==> src/common/phy_gpio_wait_config_regs.vh <==
/*
 * register offsets, field positions, reset values and sizes for the
 * transceiver, port pull and wait-state register bank.
 * assumes the includer uses 8-bit special function register offsets.
 */
`ifndef PHY_GPIO_WAIT_CONFIG_REGS_VH
`define PHY_GPIO_WAIT_CONFIG_REGS_VH

// special function register offsets
`define INT_WAIT_ADDR     8'h9C
`define EXT_WAIT_LO_ADDR  8'h9D
`define EXT_WAIT_HI_ADDR  8'h9E
`define LATCH_DLY_ADDR    8'h9F
`define PULLDN_BASE_ADDR  8'hE3
`define PULLDN_LAST_ADDR  8'hE6
`define PULLUP_BASE_ADDR  8'hEB
`define PULLUP_LAST_ADDR  8'hEE
`define XCVR_SETUP_ADDR   8'hFE

// transceiver setup fields
`define XCVR_RESET_BIT    5
`define XCVR_PWDN_BIT     4
`define XCVR_MODE_EN_BIT  3
`define XCVR_MODE_MSB     2
`define XCVR_MODE_LSB     0
`define XCVR_USED_MASK    8'h3F

// internal wait-state fields
`define IWS_FLASH_LSB     0
`define IWS_FLASH_MSB     2
`define IWS_CORE_LSB      3
`define IWS_CORE_MSB      5
`define IWS_RAM_LSB       6
`define IWS_RAM_MSB       7

// reset values
`define XCVR_SETUP_RST    8'h00
`define PULL_RST          8'h00
`define WAIT_RST          8'h00
`define EXT_WAIT_RST      16'h0000
`define LATCH_DLY_RST     8'h00

// memory sizes
`define UDF_DEPTH         255
`define INT_RAM_LIMIT     24'h010000
`define EXT_ADDR_WIDTH    24

`endif

==> src/sync2.v <==
/*
 * two-stage synchroniser for a group of level inputs.
 * assumes the inputs change slowly compared to clk.
 */
`timescale 1ns/1ps
module sync2 #(
    parameter WIDTH = 1
) (
    // clock and reset
    input  wire             clk,
    input  wire             reset,
    // levels
    input  wire [WIDTH-1:0] din,
    output reg  [WIDTH-1:0] dout
);
    reg [WIDTH-1:0] stage1_r;

    always @(posedge clk or posedge reset) begin
        if (reset) begin
            stage1_r <= {WIDTH{1'b0}};
            dout     <= {WIDTH{1'b0}};
        end else begin
            stage1_r <= din;
            dout     <= stage1_r;
        end
    end
endmodule

==> src/udf_mem.v <==
/*
 * small user data flash store with registered read data.
 * assumes one access per cycle; addresses at or above DEPTH are refused.
 */
`timescale 1ns/1ps
module udf_mem #(
    parameter DEPTH = 255,
    parameter AW    = 8,
    parameter DW    = 8
) (
    // clock and reset
    input  wire          clk,
    input  wire          reset,
    // access port
    input  wire [AW-1:0] addr,
    input  wire          wrEn,
    input  wire [DW-1:0] wrData,
    input  wire          rdEn,
    output reg  [DW-1:0] rdData,
    output reg           rdValid,
    output reg           accErr
);
    reg  [DW-1:0] mem [0:DEPTH-1];
    wire          inRange;

    assign inRange = ({1'b0, addr} < DEPTH[AW:0]);

    // storage itself has no reset, like a real flash array
    always @(posedge clk) begin
        if (wrEn && inRange) begin
            mem[addr] <= wrData;
        end
    end

    always @(posedge clk or posedge reset) begin
        if (reset) begin
            rdData  <= {DW{1'b0}};
            rdValid <= 1'b0;
            accErr  <= 1'b0;
        end else begin
            rdValid <= rdEn && inRange;
            accErr  <= (rdEn || wrEn) && !inRange;
            if (rdEn && inRange) begin
                rdData <= mem[addr];
            end
        end
    end
endmodule

==> src/phy_gpio_wait_config_regs.v <==
/*
 * special function register bank: transceiver setup, port pull-up and
 * pull-down, internal and external wait states, latch strobe delay,
 * memory lock gate, data address decode and user data flash.
 * assumes an 8-bit register port on the core clock with one-cycle
 * strobes; straps and lock levels arrive from pins.
 */
`timescale 1ns/1ps
`include "phy_gpio_wait_config_regs.vh"

module phy_gpio_wait_config_regs #(
    parameter LARGE_PKG = 1
) (
    // clock and reset
    input  wire        clk,
    input  wire        reset,
    // register port
    input  wire [7:0]  sfrAddr,
    input  wire        sfrWrEn,
    input  wire [7:0]  sfrWrData,
    input  wire        sfrRdEn,
    output reg  [7:0]  sfrRdData,
    // pins
    input  wire [2:0]  modeStrap,
    input  wire        codeLockPin,
    input  wire        dataLockPin,
    // transceiver control
    output reg  [2:0]  xcvrMode,
    output reg         xcvrResetOut,
    output reg         xcvrPowerDown,
    // network traffic
    input  wire        netTxValidIn,
    input  wire [7:0]  netTxDataIn,
    input  wire        netRxValidIn,
    input  wire [7:0]  netRxDataIn,
    output reg         netTxValid,
    output reg  [7:0]  netTxData,
    output reg         netRxValid,
    output reg  [7:0]  netRxData,
    // port pulls
    output reg  [31:0] pullUpEn,
    output reg  [31:0] pullDownEn,
    // wait states
    output reg  [1:0]  ramWaitStates,
    output reg  [2:0]  coreWaitStates,
    output reg  [2:0]  flashWaitStates,
    // data memory access
    input  wire        dataReq,
    input  wire [23:0] dataAddr,
    output reg         intRamSel,
    output reg         extBusy,
    output reg         aleStrobe,
    output reg         extAccessDone,
    output reg  [23:0] extAddr,
    // external read-out
    input  wire        dumpReq,
    input  wire        dumpIsCode,
    output reg         dumpGrant,
    output reg         dumpDeny,
    // user data flash
    input  wire [7:0]  udfAddr,
    input  wire        udfWrEn,
    input  wire [7:0]  udfWrData,
    input  wire        udfRdEn,
    output wire [7:0]  udfRdData,
    output wire        udfRdValid,
    output wire        udfError
);
    localparam [4:0] ST_IDLE = 5'h01;
    localparam [4:0] ST_DLY  = 5'h02;
    localparam [4:0] ST_ALE  = 5'h04;
    localparam [4:0] ST_WAIT = 5'h08;
    localparam [4:0] ST_DONE = 5'h10;

    reg  [7:0]  setup_r;
    reg  [7:0]  intWait_r;
    reg  [15:0] extWait_r;
    reg  [7:0]  latchDly_r;
    reg  [31:0] pullUp_r;
    reg  [31:0] pullDown_r;
    reg  [2:0]  appliedMode_r;
    reg  [4:0]  state_r;
    reg  [4:0]  state_nxt;
    reg  [15:0] count_r;
    reg  [15:0] count_nxt;
    reg  [23:0] addrHold_r;
    reg  [7:0]  rdMux;
    wire [2:0]  modeSync;
    wire [1:0]  lockSync;
    wire        resetFall;
    wire        pwdn;
    wire        isPullUp;
    wire        isPullDown;
    wire [1:0]  pullIdx;
    wire        extReq;

    // pins cross into the core clock before anything looks at them
    sync2 #(
        .WIDTH (5)
    ) u_sync (
        .clk   (clk),
        .reset (reset),
        .din   ({modeStrap, codeLockPin, dataLockPin}),
        .dout  ({modeSync, lockSync})
    );

    // user data flash: 255 bytes, the last address is refused
    udf_mem #(
        .DEPTH  (`UDF_DEPTH),
        .AW     (8),
        .DW     (8)
    ) u_udf (
        .clk    (clk),
        .reset  (reset),
        .addr   (udfAddr),
        .wrEn   (udfWrEn),
        .wrData (udfWrData),
        .rdEn   (udfRdEn),
        .rdData (udfRdData),
        .rdValid(udfRdValid),
        .accErr (udfError)
    );

    assign pwdn       = setup_r[`XCVR_PWDN_BIT];
    assign isPullUp   = (sfrAddr >= `PULLUP_BASE_ADDR) &&
                        (sfrAddr <= `PULLUP_LAST_ADDR);
    assign isPullDown = (sfrAddr >= `PULLDN_BASE_ADDR) &&
                        (sfrAddr <= `PULLDN_LAST_ADDR);
    assign pullIdx    = isPullUp ? sfrAddr[1:0] - 2'h3 : sfrAddr[1:0] - 2'h3;
    // a write of setup that clears the reset bit while it was set
    assign resetFall  = sfrWrEn && (sfrAddr == `XCVR_SETUP_ADDR) &&
                        setup_r[`XCVR_RESET_BIT] &&
                        !sfrWrData[`XCVR_RESET_BIT];
    assign extReq     = dataReq && (LARGE_PKG != 0) &&
                        (dataAddr >= `INT_RAM_LIMIT);

    // register writes; none of them depend on power-down
    always @(posedge clk or posedge reset) begin
        if (reset) begin
            setup_r    <= `XCVR_SETUP_RST;
            intWait_r  <= `WAIT_RST;
            extWait_r  <= `EXT_WAIT_RST;
            latchDly_r <= `LATCH_DLY_RST;
            pullUp_r   <= {4{`PULL_RST}};
            pullDown_r <= {4{`PULL_RST}};
        end else if (sfrWrEn) begin
            case (sfrAddr)
                `XCVR_SETUP_ADDR: begin
                    setup_r <= sfrWrData & `XCVR_USED_MASK;
                end
                `INT_WAIT_ADDR: begin
                    intWait_r <= sfrWrData;
                end
                `EXT_WAIT_LO_ADDR: begin
                    extWait_r[7:0] <= sfrWrData;
                end
                `EXT_WAIT_HI_ADDR: begin
                    extWait_r[15:8] <= sfrWrData;
                end
                `LATCH_DLY_ADDR: begin
                    latchDly_r <= sfrWrData;
                end
                default: begin
                    // only the addressed byte lane changes
                    if (isPullUp) begin
                        case (pullIdx)
                            2'h0: pullUp_r[7:0]   <= sfrWrData;
                            2'h1: pullUp_r[15:8]  <= sfrWrData;
                            2'h2: pullUp_r[23:16] <= sfrWrData;
                            default: pullUp_r[31:24] <= sfrWrData;
                        endcase
                    end else if (isPullDown) begin
                        case (pullIdx)
                            2'h0: pullDown_r[7:0]   <= sfrWrData;
                            2'h1: pullDown_r[15:8]  <= sfrWrData;
                            2'h2: pullDown_r[23:16] <= sfrWrData;
                            default: pullDown_r[31:24] <= sfrWrData;
                        endcase
                    end
                end
            endcase
        end
    end

    // read mux; unmapped offsets read zero
    always @* begin
        rdMux = 8'h00;
        if (isPullUp) begin
            case (pullIdx)
                2'h0: rdMux = pullUp_r[7:0];
                2'h1: rdMux = pullUp_r[15:8];
                2'h2: rdMux = pullUp_r[23:16];
                default: rdMux = pullUp_r[31:24];
            endcase
        end else if (isPullDown) begin
            case (pullIdx)
                2'h0: rdMux = pullDown_r[7:0];
                2'h1: rdMux = pullDown_r[15:8];
                2'h2: rdMux = pullDown_r[23:16];
                default: rdMux = pullDown_r[31:24];
            endcase
        end else begin
            case (sfrAddr)
                `XCVR_SETUP_ADDR:  rdMux = setup_r & `XCVR_USED_MASK;
                `INT_WAIT_ADDR:    rdMux = intWait_r;
                `EXT_WAIT_LO_ADDR: rdMux = extWait_r[7:0];
                `EXT_WAIT_HI_ADDR: rdMux = extWait_r[15:8];
                `LATCH_DLY_ADDR:   rdMux = latchDly_r;
                default:           rdMux = 8'h00;
            endcase
        end
    end

    always @(posedge clk or posedge reset) begin
        if (reset) begin
            sfrRdData <= 8'h00;
        end else if (sfrRdEn) begin
            sfrRdData <= rdMux;
        end
    end

    // the mode is applied when software ends the reset pulse, so a
    // half-written mode never reaches the transceiver
    always @(posedge clk or posedge reset) begin
        if (reset) begin
            appliedMode_r <= 3'h0;
        end else if (resetFall) begin
            if (setup_r[`XCVR_MODE_EN_BIT]) begin
                appliedMode_r <= setup_r[`XCVR_MODE_MSB:`XCVR_MODE_LSB];
            end else begin
                appliedMode_r <= modeSync;
            end
        end
    end

    // transceiver control and pin outputs
    always @(posedge clk or posedge reset) begin
        if (reset) begin
            xcvrMode        <= 3'h0;
            xcvrResetOut    <= 1'b0;
            xcvrPowerDown   <= 1'b0;
            pullUpEn        <= 32'h0000_0000;
            pullDownEn      <= 32'h0000_0000;
            ramWaitStates   <= 2'h0;
            coreWaitStates  <= 3'h0;
            flashWaitStates <= 3'h0;
        end else begin
            xcvrMode        <= appliedMode_r;
            xcvrResetOut    <= setup_r[`XCVR_RESET_BIT];
            xcvrPowerDown   <= pwdn;
            pullUpEn        <= pullUp_r;
            pullDownEn      <= pullDown_r;
            ramWaitStates   <= intWait_r[`IWS_RAM_MSB:`IWS_RAM_LSB];
            coreWaitStates  <= intWait_r[`IWS_CORE_MSB:`IWS_CORE_LSB];
            flashWaitStates <= intWait_r[`IWS_FLASH_MSB:`IWS_FLASH_LSB];
        end
    end

    // network traffic stops both ways while powered down; no queueing,
    // so frames offered during power-down are simply dropped
    always @(posedge clk or posedge reset) begin
        if (reset) begin
            netTxValid <= 1'b0;
            netTxData  <= 8'h00;
            netRxValid <= 1'b0;
            netRxData  <= 8'h00;
        end else begin
            netTxValid <= netTxValidIn && !pwdn;
            netRxValid <= netRxValidIn && !pwdn;
            netTxData  <= pwdn ? 8'h00 : netTxDataIn;
            netRxData  <= pwdn ? 8'h00 : netRxDataIn;
        end
    end

    // external read-out gate; lock levels only come from the pins, so
    // software cannot lift a lock
    always @(posedge clk or posedge reset) begin
        if (reset) begin
            dumpGrant <= 1'b0;
            dumpDeny  <= 1'b0;
        end else begin
            dumpGrant <= dumpReq &&
                         !(dumpIsCode ? lockSync[1] : lockSync[0]);
            dumpDeny  <= dumpReq &&
                         (dumpIsCode ? lockSync[1] : lockSync[0]);
        end
    end

    // external data access sequencer: strobe delay, strobe, waits
    always @* begin
        state_nxt = state_r;
        count_nxt = count_r;
        case (state_r)
            ST_IDLE: begin
                if (extReq) begin
                    count_nxt = {8'h00, latchDly_r};
                    state_nxt = (latchDly_r == 8'h00) ? ST_ALE : ST_DLY;
                end
            end
            ST_DLY: begin
                count_nxt = count_r - 16'h0001;
                if (count_r == 16'h0001) begin
                    state_nxt = ST_ALE;
                end
            end
            ST_ALE: begin
                count_nxt = extWait_r;
                state_nxt = (extWait_r == 16'h0000) ? ST_DONE : ST_WAIT;
            end
            ST_WAIT: begin
                count_nxt = count_r - 16'h0001;
                if (count_r == 16'h0001) begin
                    state_nxt = ST_DONE;
                end
            end
            ST_DONE: begin
                state_nxt = ST_IDLE;
            end
            default: begin
                state_nxt = ST_IDLE;
                count_nxt = 16'h0000;
            end
        endcase
    end

    always @(posedge clk or posedge reset) begin
        if (reset) begin
            state_r    <= ST_IDLE;
            count_r    <= 16'h0000;
            addrHold_r <= 24'h000000;
        end else begin
            state_r <= state_nxt;
            count_r <= count_nxt;
            if (state_r == ST_IDLE && extReq) begin
                addrHold_r <= dataAddr;
            end
        end
    end

    // decode: low 64 Kbyte is internal, the rest of 16 Mbyte external
    always @(posedge clk or posedge reset) begin
        if (reset) begin
            intRamSel     <= 1'b0;
            extBusy       <= 1'b0;
            aleStrobe     <= 1'b0;
            extAccessDone <= 1'b0;
            extAddr       <= 24'h000000;
        end else begin
            intRamSel     <= dataReq &&
                             (dataAddr < `INT_RAM_LIMIT);
            extBusy       <= (state_nxt != ST_IDLE);
            aleStrobe     <= (state_nxt == ST_ALE);
            extAccessDone <= (state_nxt == ST_DONE);
            extAddr       <= (state_r == ST_IDLE) ? dataAddr : addrHold_r;
        end
    end
endmodule

==> config.mk <==
export PLATFORM = sky130hd
export DESIGN_NAME = phy_gpio_wait_config_regs
export DESIGN_NICKNAME = d
export VERILOG_FILES = /design/src/sync2.v /design/src/udf_mem.v /design/src/phy_gpio_wait_config_regs.v
export VERILOG_INCLUDE_DIRS = /design/src /design/src/common
export SDC_FILE = /design/constraint.sdc
export NUM_CORES = 2
export LEC_CHECK = 0
export CAP_MARGIN = 0
export CELL_PAD_IN_SITES_DETAIL_PLACEMENT = 2
export CELL_PAD_IN_SITES_GLOBAL_PLACEMENT = 2
export CORE_MARGIN = 1.5
export CORE_UTILIZATION = 45
export DETAILED_ROUTE_END_ITERATION = 7
export DONT_BUFFER_PORTS = 1
export PLACE_DENSITY = 0.79
export SLEW_MARGIN = 0
export SYNTH_ARGS = -nofsm -noshare
export SYNTH_HDL_FRONTEND = slang
export SYNTH_SLANG_ARGS = --single-unit
==> constraint.sdc <==
create_clock -name clk -period 19.45 [get_ports clk]
set_clock_uncertainty 0.05 [all_clocks]
set_input_delay 1.945 -clock clk [delete_from_list [all_inputs] [get_ports clk]]
set_output_delay 1.945 -clock clk [all_outputs]
set_load 0.005 [all_outputs]
==> impl_results.html <==
<table>
<tr><th>Metric</th><th>Value</th></tr>
<tr><th colspan="2">Finish</th></tr>
<tr><td>Sequential cell area</td><td>just under 70,000 um2</td></tr>
<tr><td>Fin area</td><td>101,000 um2</td></tr>
<tr><td>Net count reported at finish</td><td>4,663</td></tr>
<tr><td>Number of fill cells</td><td>17.4k</td></tr>
<tr><td>Fraction of layout instances using a drive strength above 1</td><td>0.225</td></tr>
<tr><td>Layout overhead on the synthesized area</td><td>11.0%</td></tr>
<tr><td>Post-route core utilization</td><td>0.503</td></tr>
<tr><td>Multi-input gate area</td><td>20,600 um2</td></tr>
<tr><th colspan="2">GRT</th></tr>
<tr><td>First-pass GRT wire length</td><td>~440 mm</td></tr>
<tr><td>Total global-route track usage</td><td>0.308</td></tr>
<tr><td>Initial antenna violation count</td><td>9</td></tr>
<tr><td>Number of global-route vias before repair</td><td>52.7k</td></tr>
<tr><td>Maximum number of pins on one net before global-route repair</td><td>549</td></tr>
<tr><td>Remaining global-route overflow</td><td>0</td></tr>
<tr><th colspan="2">Timing</th></tr>
<tr><td>Post-route clock period utilization</td><td>0.315</td></tr>
<tr><td>Fin crit period</td><td>6.12 ns</td></tr>
<tr><td>Total negative slack for setup checks</td><td>0 ns</td></tr>
<tr><td>Count of pins over their slew limit</td><td>321</td></tr>
<tr><td>Hold violation total from the final report</td><td>0</td></tr>
<tr><td>Worst Max-Slew Pin Slew</td><td>1.76 ns</td></tr>
<tr><td>Worst slew slack as a fraction of its limit</td><td>-0.176</td></tr>
<tr><td>RSZ-0062 raised after global routing</td><td>no</td></tr>
<tr><td>Maximum achievable frequency</td><td>roughly 0.16 GHz</td></tr>
<tr><td>Setup-failing EPs final</td><td>0</td></tr>
<tr><th colspan="2">Critical path</th></tr>
<tr><td>Category of the critical setup timing path</td><td>in -&gt; reg</td></tr>
<tr><td>Critical path required time</td><td>20.21 ns</td></tr>
<tr><td>Cell seen most often among critical-path stages</td><td>buf_4</td></tr>
<tr><td>Peak fanout along the critical path</td><td>287</td></tr>
<tr><td>Kind of capture point of the worst setup path</td><td>register</td></tr>
<tr><td>Critical Path Start Type</td><td>input port</td></tr>
<tr><td>Arrival time worst endpoint</td><td>6.87 ns</td></tr>
<tr><td>Slowest Stage Delay on Critical Path</td><td>~1.3 ns</td></tr>
<tr><td>Sequence of cells on the critical path</td><td>inv_6 -&gt; buf_4 -&gt; buf_4 -&gt; nand2_1 -&gt; a32o_1 -&gt; a2111oi_0 -&gt; a31oi_1 -&gt; a21oi_1 -&gt; o2bb2ai_1</td></tr>
<tr><td>Slowest stage cell, crit path</td><td>inv_6</td></tr>
<tr><th colspan="2">Yosys</th></tr>
<tr><td>Synth area leader</td><td>edfxtp_1</td></tr>
<tr><td>Fraction of synthesized cell area taken by the top area cell type</td><td>0.674</td></tr>
<tr><td>Sequential cell area fraction in the yosys report</td><td>0.757</td></tr>
<tr><td>Number of distinct library cells after synthesis</td><td>roughly 70</td></tr>
<tr><td>Synthesized area per cell</td><td>about 20 um2</td></tr>
<tr><td>Most common flop cell mapped by yosys</td><td>edfxtp_1</td></tr>
<tr><td>Cell types with the largest area share after synthesis</td><td>edfxtp_1, mux4_2, dfrtp_1, mux2_2, mux2i_1</td></tr>
<tr><td>Number of synthesized flops with an enable pin</td><td>2,040</td></tr>
<tr><td>Number of cells produced by synthesis</td><td>4,563</td></tr>
<tr><td>Most repeated cell in the gate-level netlist after synthesis</td><td>edfxtp_1</td></tr>
<tr><td>Warnings from Yosys</td><td>0</td></tr>
<tr><td>Area of the mapped netlist</td><td>90,900 um2</td></tr>
<tr><td>Register bit total from synthesis</td><td>approximately 2.3k</td></tr>
<tr><td>Most numerous cell types in the synthesized netlist</td><td>edfxtp_1, mux4_2, nor2_1, dfrtp_1, nand2_1</td></tr>
<tr><td>Share of async-settable or async-resettable flops after synthesis</td><td>0.129</td></tr>
<tr><td>Syn_nets</td><td>4,653</td></tr>
<tr><th colspan="2">Clock tree</th></tr>
<tr><td>H-tree Lvls</td><td>4</td></tr>
<tr><td>Quantity of hold-fixing buffers added after cts</td><td>0</td></tr>
<tr><td>Buffers from clock root to sink, at most</td><td>3</td></tr>
<tr><td>TritonCTS clock tree</td><td>built</td></tr>
<tr><td>Post-cts sizing count</td><td>0</td></tr>
<tr><td>Clock latency of the later-clocked register in the worst-skew pair</td><td>0.90 ns</td></tr>
<tr><td>Number of setup buffers added after CTS</td><td>0</td></tr>
<tr><td>Register clock-pin slew on the reported worst setup and hold paths</td><td>approximately 0.07 ns</td></tr>
<tr><td>Clock net sink count</td><td>2,343</td></tr>
<tr><td>Cts bufs inserted</td><td>236</td></tr>
<tr><td>CTS root buffer</td><td>clkbuf_16</td></tr>
<tr><th colspan="2">Detailed routing</th></tr>
<tr><td>Via-to-Cell Ratio</td><td>6.55</td></tr>
<tr><td>Routed wire length</td><td>315 mm</td></tr>
<tr><td>Vias</td><td>48.7k</td></tr>
<tr><td>Count of routing violations after the opening detailed-route iteration</td><td>6,186</td></tr>
<tr><td>Per-cell routed wire length</td><td>42.4 um</td></tr>
<tr><td>DRT Pass-1 Iters</td><td>8</td></tr>
<tr><td>Antenna-violating nets left</td><td>0</td></tr>
<tr><td>Remaining routing DRC violations</td><td>0</td></tr>
<tr><th colspan="2">Floorplan</th></tr>
<tr><td>Number of top-level pins</td><td>231</td></tr>
<tr><td>Die X-Extent</td><td>452 um</td></tr>
<tr><td>Placeable core region</td><td>200,000 um2</td></tr>
<tr><td>Effective utilization at floorplan</td><td>0.454</td></tr>
<tr><td>Die Area</td><td>205,000 um2</td></tr>
<tr><td>Cell row count</td><td>164</td></tr>
<tr><td>Vert. Die Dim</td><td>452 um</td></tr>
<tr><th colspan="2">Power and ir drop</th></tr>
<tr><td>Pwr/cell area</td><td>109 nW/um2</td></tr>
<tr><td>Total chip power</td><td>roughly 11,000 uW</td></tr>
<tr><td>Comb pwr share</td><td>0.061</td></tr>
<tr><td>Clock group share of total power</td><td>0.424</td></tr>
<tr><td>Design internal power</td><td>8350 uW</td></tr>
<tr><td>Static power due to leakage</td><td>0.0330 uW</td></tr>
<tr><td>Reg power frac</td><td>0.515</td></tr>
<tr><td>Worst VDD drop</td><td>96.9 uV</td></tr>
<tr><td>NetSw</td><td>2630 uW</td></tr>
<tr><td>Switch share</td><td>0.240</td></tr>
<tr><th colspan="2">Flow run</th></tr>
<tr><td>Max cap viols</td><td>0</td></tr>
<tr><th colspan="2">Placement</th></tr>
<tr><td>Gp weighted congestion</td><td>0.800</td></tr>
<tr><td>HPWL reported at the end of detailed placement</td><td>between 150 and 200 mm</td></tr>
<tr><td>Placed instance area</td><td>~93,000 um2</td></tr>
<tr><td>Port bufs</td><td>0</td></tr>
<tr><th colspan="2">Run status</th></tr>
<tr><td>Status</td><td>finished with violations</td></tr>
<tr><td>Violated checks</td><td>slew limit</td></tr>
<tr><th colspan="2">Hold path</th></tr>
<tr><td>Hold Crit Class</td><td>reg -&gt; reg</td></tr>
</table>
## power groups by stage
stage                     combinational (uW)  clock, uW  sequential [uW]
after floorplan                          467          0             5720
after global placement                   552          0             5750
after detailed placement                 605          0             5760
after CTS                                630       4690             5660
after global routing                     697       4830             5670
final                                    667       4660             5660
## worst paths after layout
path / start / to / slack [ns] / depth (start not counted)
setup / recovery: udfAddr[0] / u_udf.rdData[7] / 13.33 / 9
hold / removal: u_sync.stage1_r[3] / u_sync.dout[3] / 0.30 / 0
setup reg to reg: u_udf.mem[243][6] / u_udf.rdData[6] / 15.96 / 7
hold reg to reg: u_sync.stage1_r[3] / u_sync.dout[3] / 0.30 / 0
max in group asynchronous: reset / pullDown_r[16] / 15.98 / 3
min in group asynchronous: reset / u_udf.rdData[2] / 0.96 / 1
## layout make-up
type,count,area share
Clock inverter,138,0.0123
Tap cell,2656,0.0330
Sequential cell,2343,0.683
Timing Repair Buffer,40,0.00357
Multi-Input combinational cell,1931,0.204
Clock buffer,302,0.0633
Inverter,21,0.000906
Antenna cell,2,0.0000496
## worst max-delay path, delay by kind of cell
kind	cells	cell delay, ns
buf+inv	3	2.44
compound gates	5	1.55
simple gates	1	0.18
## metal layers
layer,share of wire,track usage
met5,0.00021,0
met4,0.055,0.148
met3,0.075,0.0537
met2,0.51,0.526
met1,0.36,0.380
## flip-flops by register name (all words and copies together), names as in the netlist, 6 cells and up
signal	count
intWait_r	8
pullDownEn	32
netTxData	8
extAddr	24
count_r	16
u_udf.mem	2040
sfrRdData	8
u_udf.rdData	8
latchDly_r	8
pullDown_r	32
setup_r	6
netRxData	8
addrHold_r	24
pullUp_r	32
extWait_r	16
pullUpEn	32
## cells in the final DEF, fill, tap and decap left out, types with 11 or more instances in the layout
cell,n
clkinv_2,51
nor4_1,18
clkinv_1,53
nor2_1,322
mux4_2,511
clkbuf_16,240
buf_4,37
a31oi_1,26
a211oi_1,13
nand3_1,38
nor3_1,12
dfrtp_1,302
nand4_1,11
clkbuf_8,14
a32oi_1,43
o21ai_0,71
a22oi_1,44
mux2i_1,163
inv_1,17
and3_1,12
mux2_2,157
a21oi_1,56
nor2b_1,41
clkbuf_1,48
o22ai_1,16
nand2_1,250
bufinv_16,16
edfxtp_1,2040
## metrics by stage
stage               setup WS [ns]  hold slack (ns)  cells
detailed placement          13.41            0.291   6988
finish                      13.33            0.302   7433
floorplan                    9.08            0.281   4563
global placement            13.43            0.285   6987
CTS                         14.34            0.302   7428
global route                13.22            0.314   7432
## kinds of logic after synthesis
family                     count (synthesis)  share of synthesized area
DFF                                     2343                      0.757
muxes                                    831                      0.164
xor gates and xnor gates                   1                  0.0000964
buffers and inverters                    289                     0.0166
adders and majority gates                  2                   0.000275
AOI/OAI and AO/OA                        348                     0.0260
and+or+nand+nor                          749                     0.0355
Power figures use the tool's default switching activity.
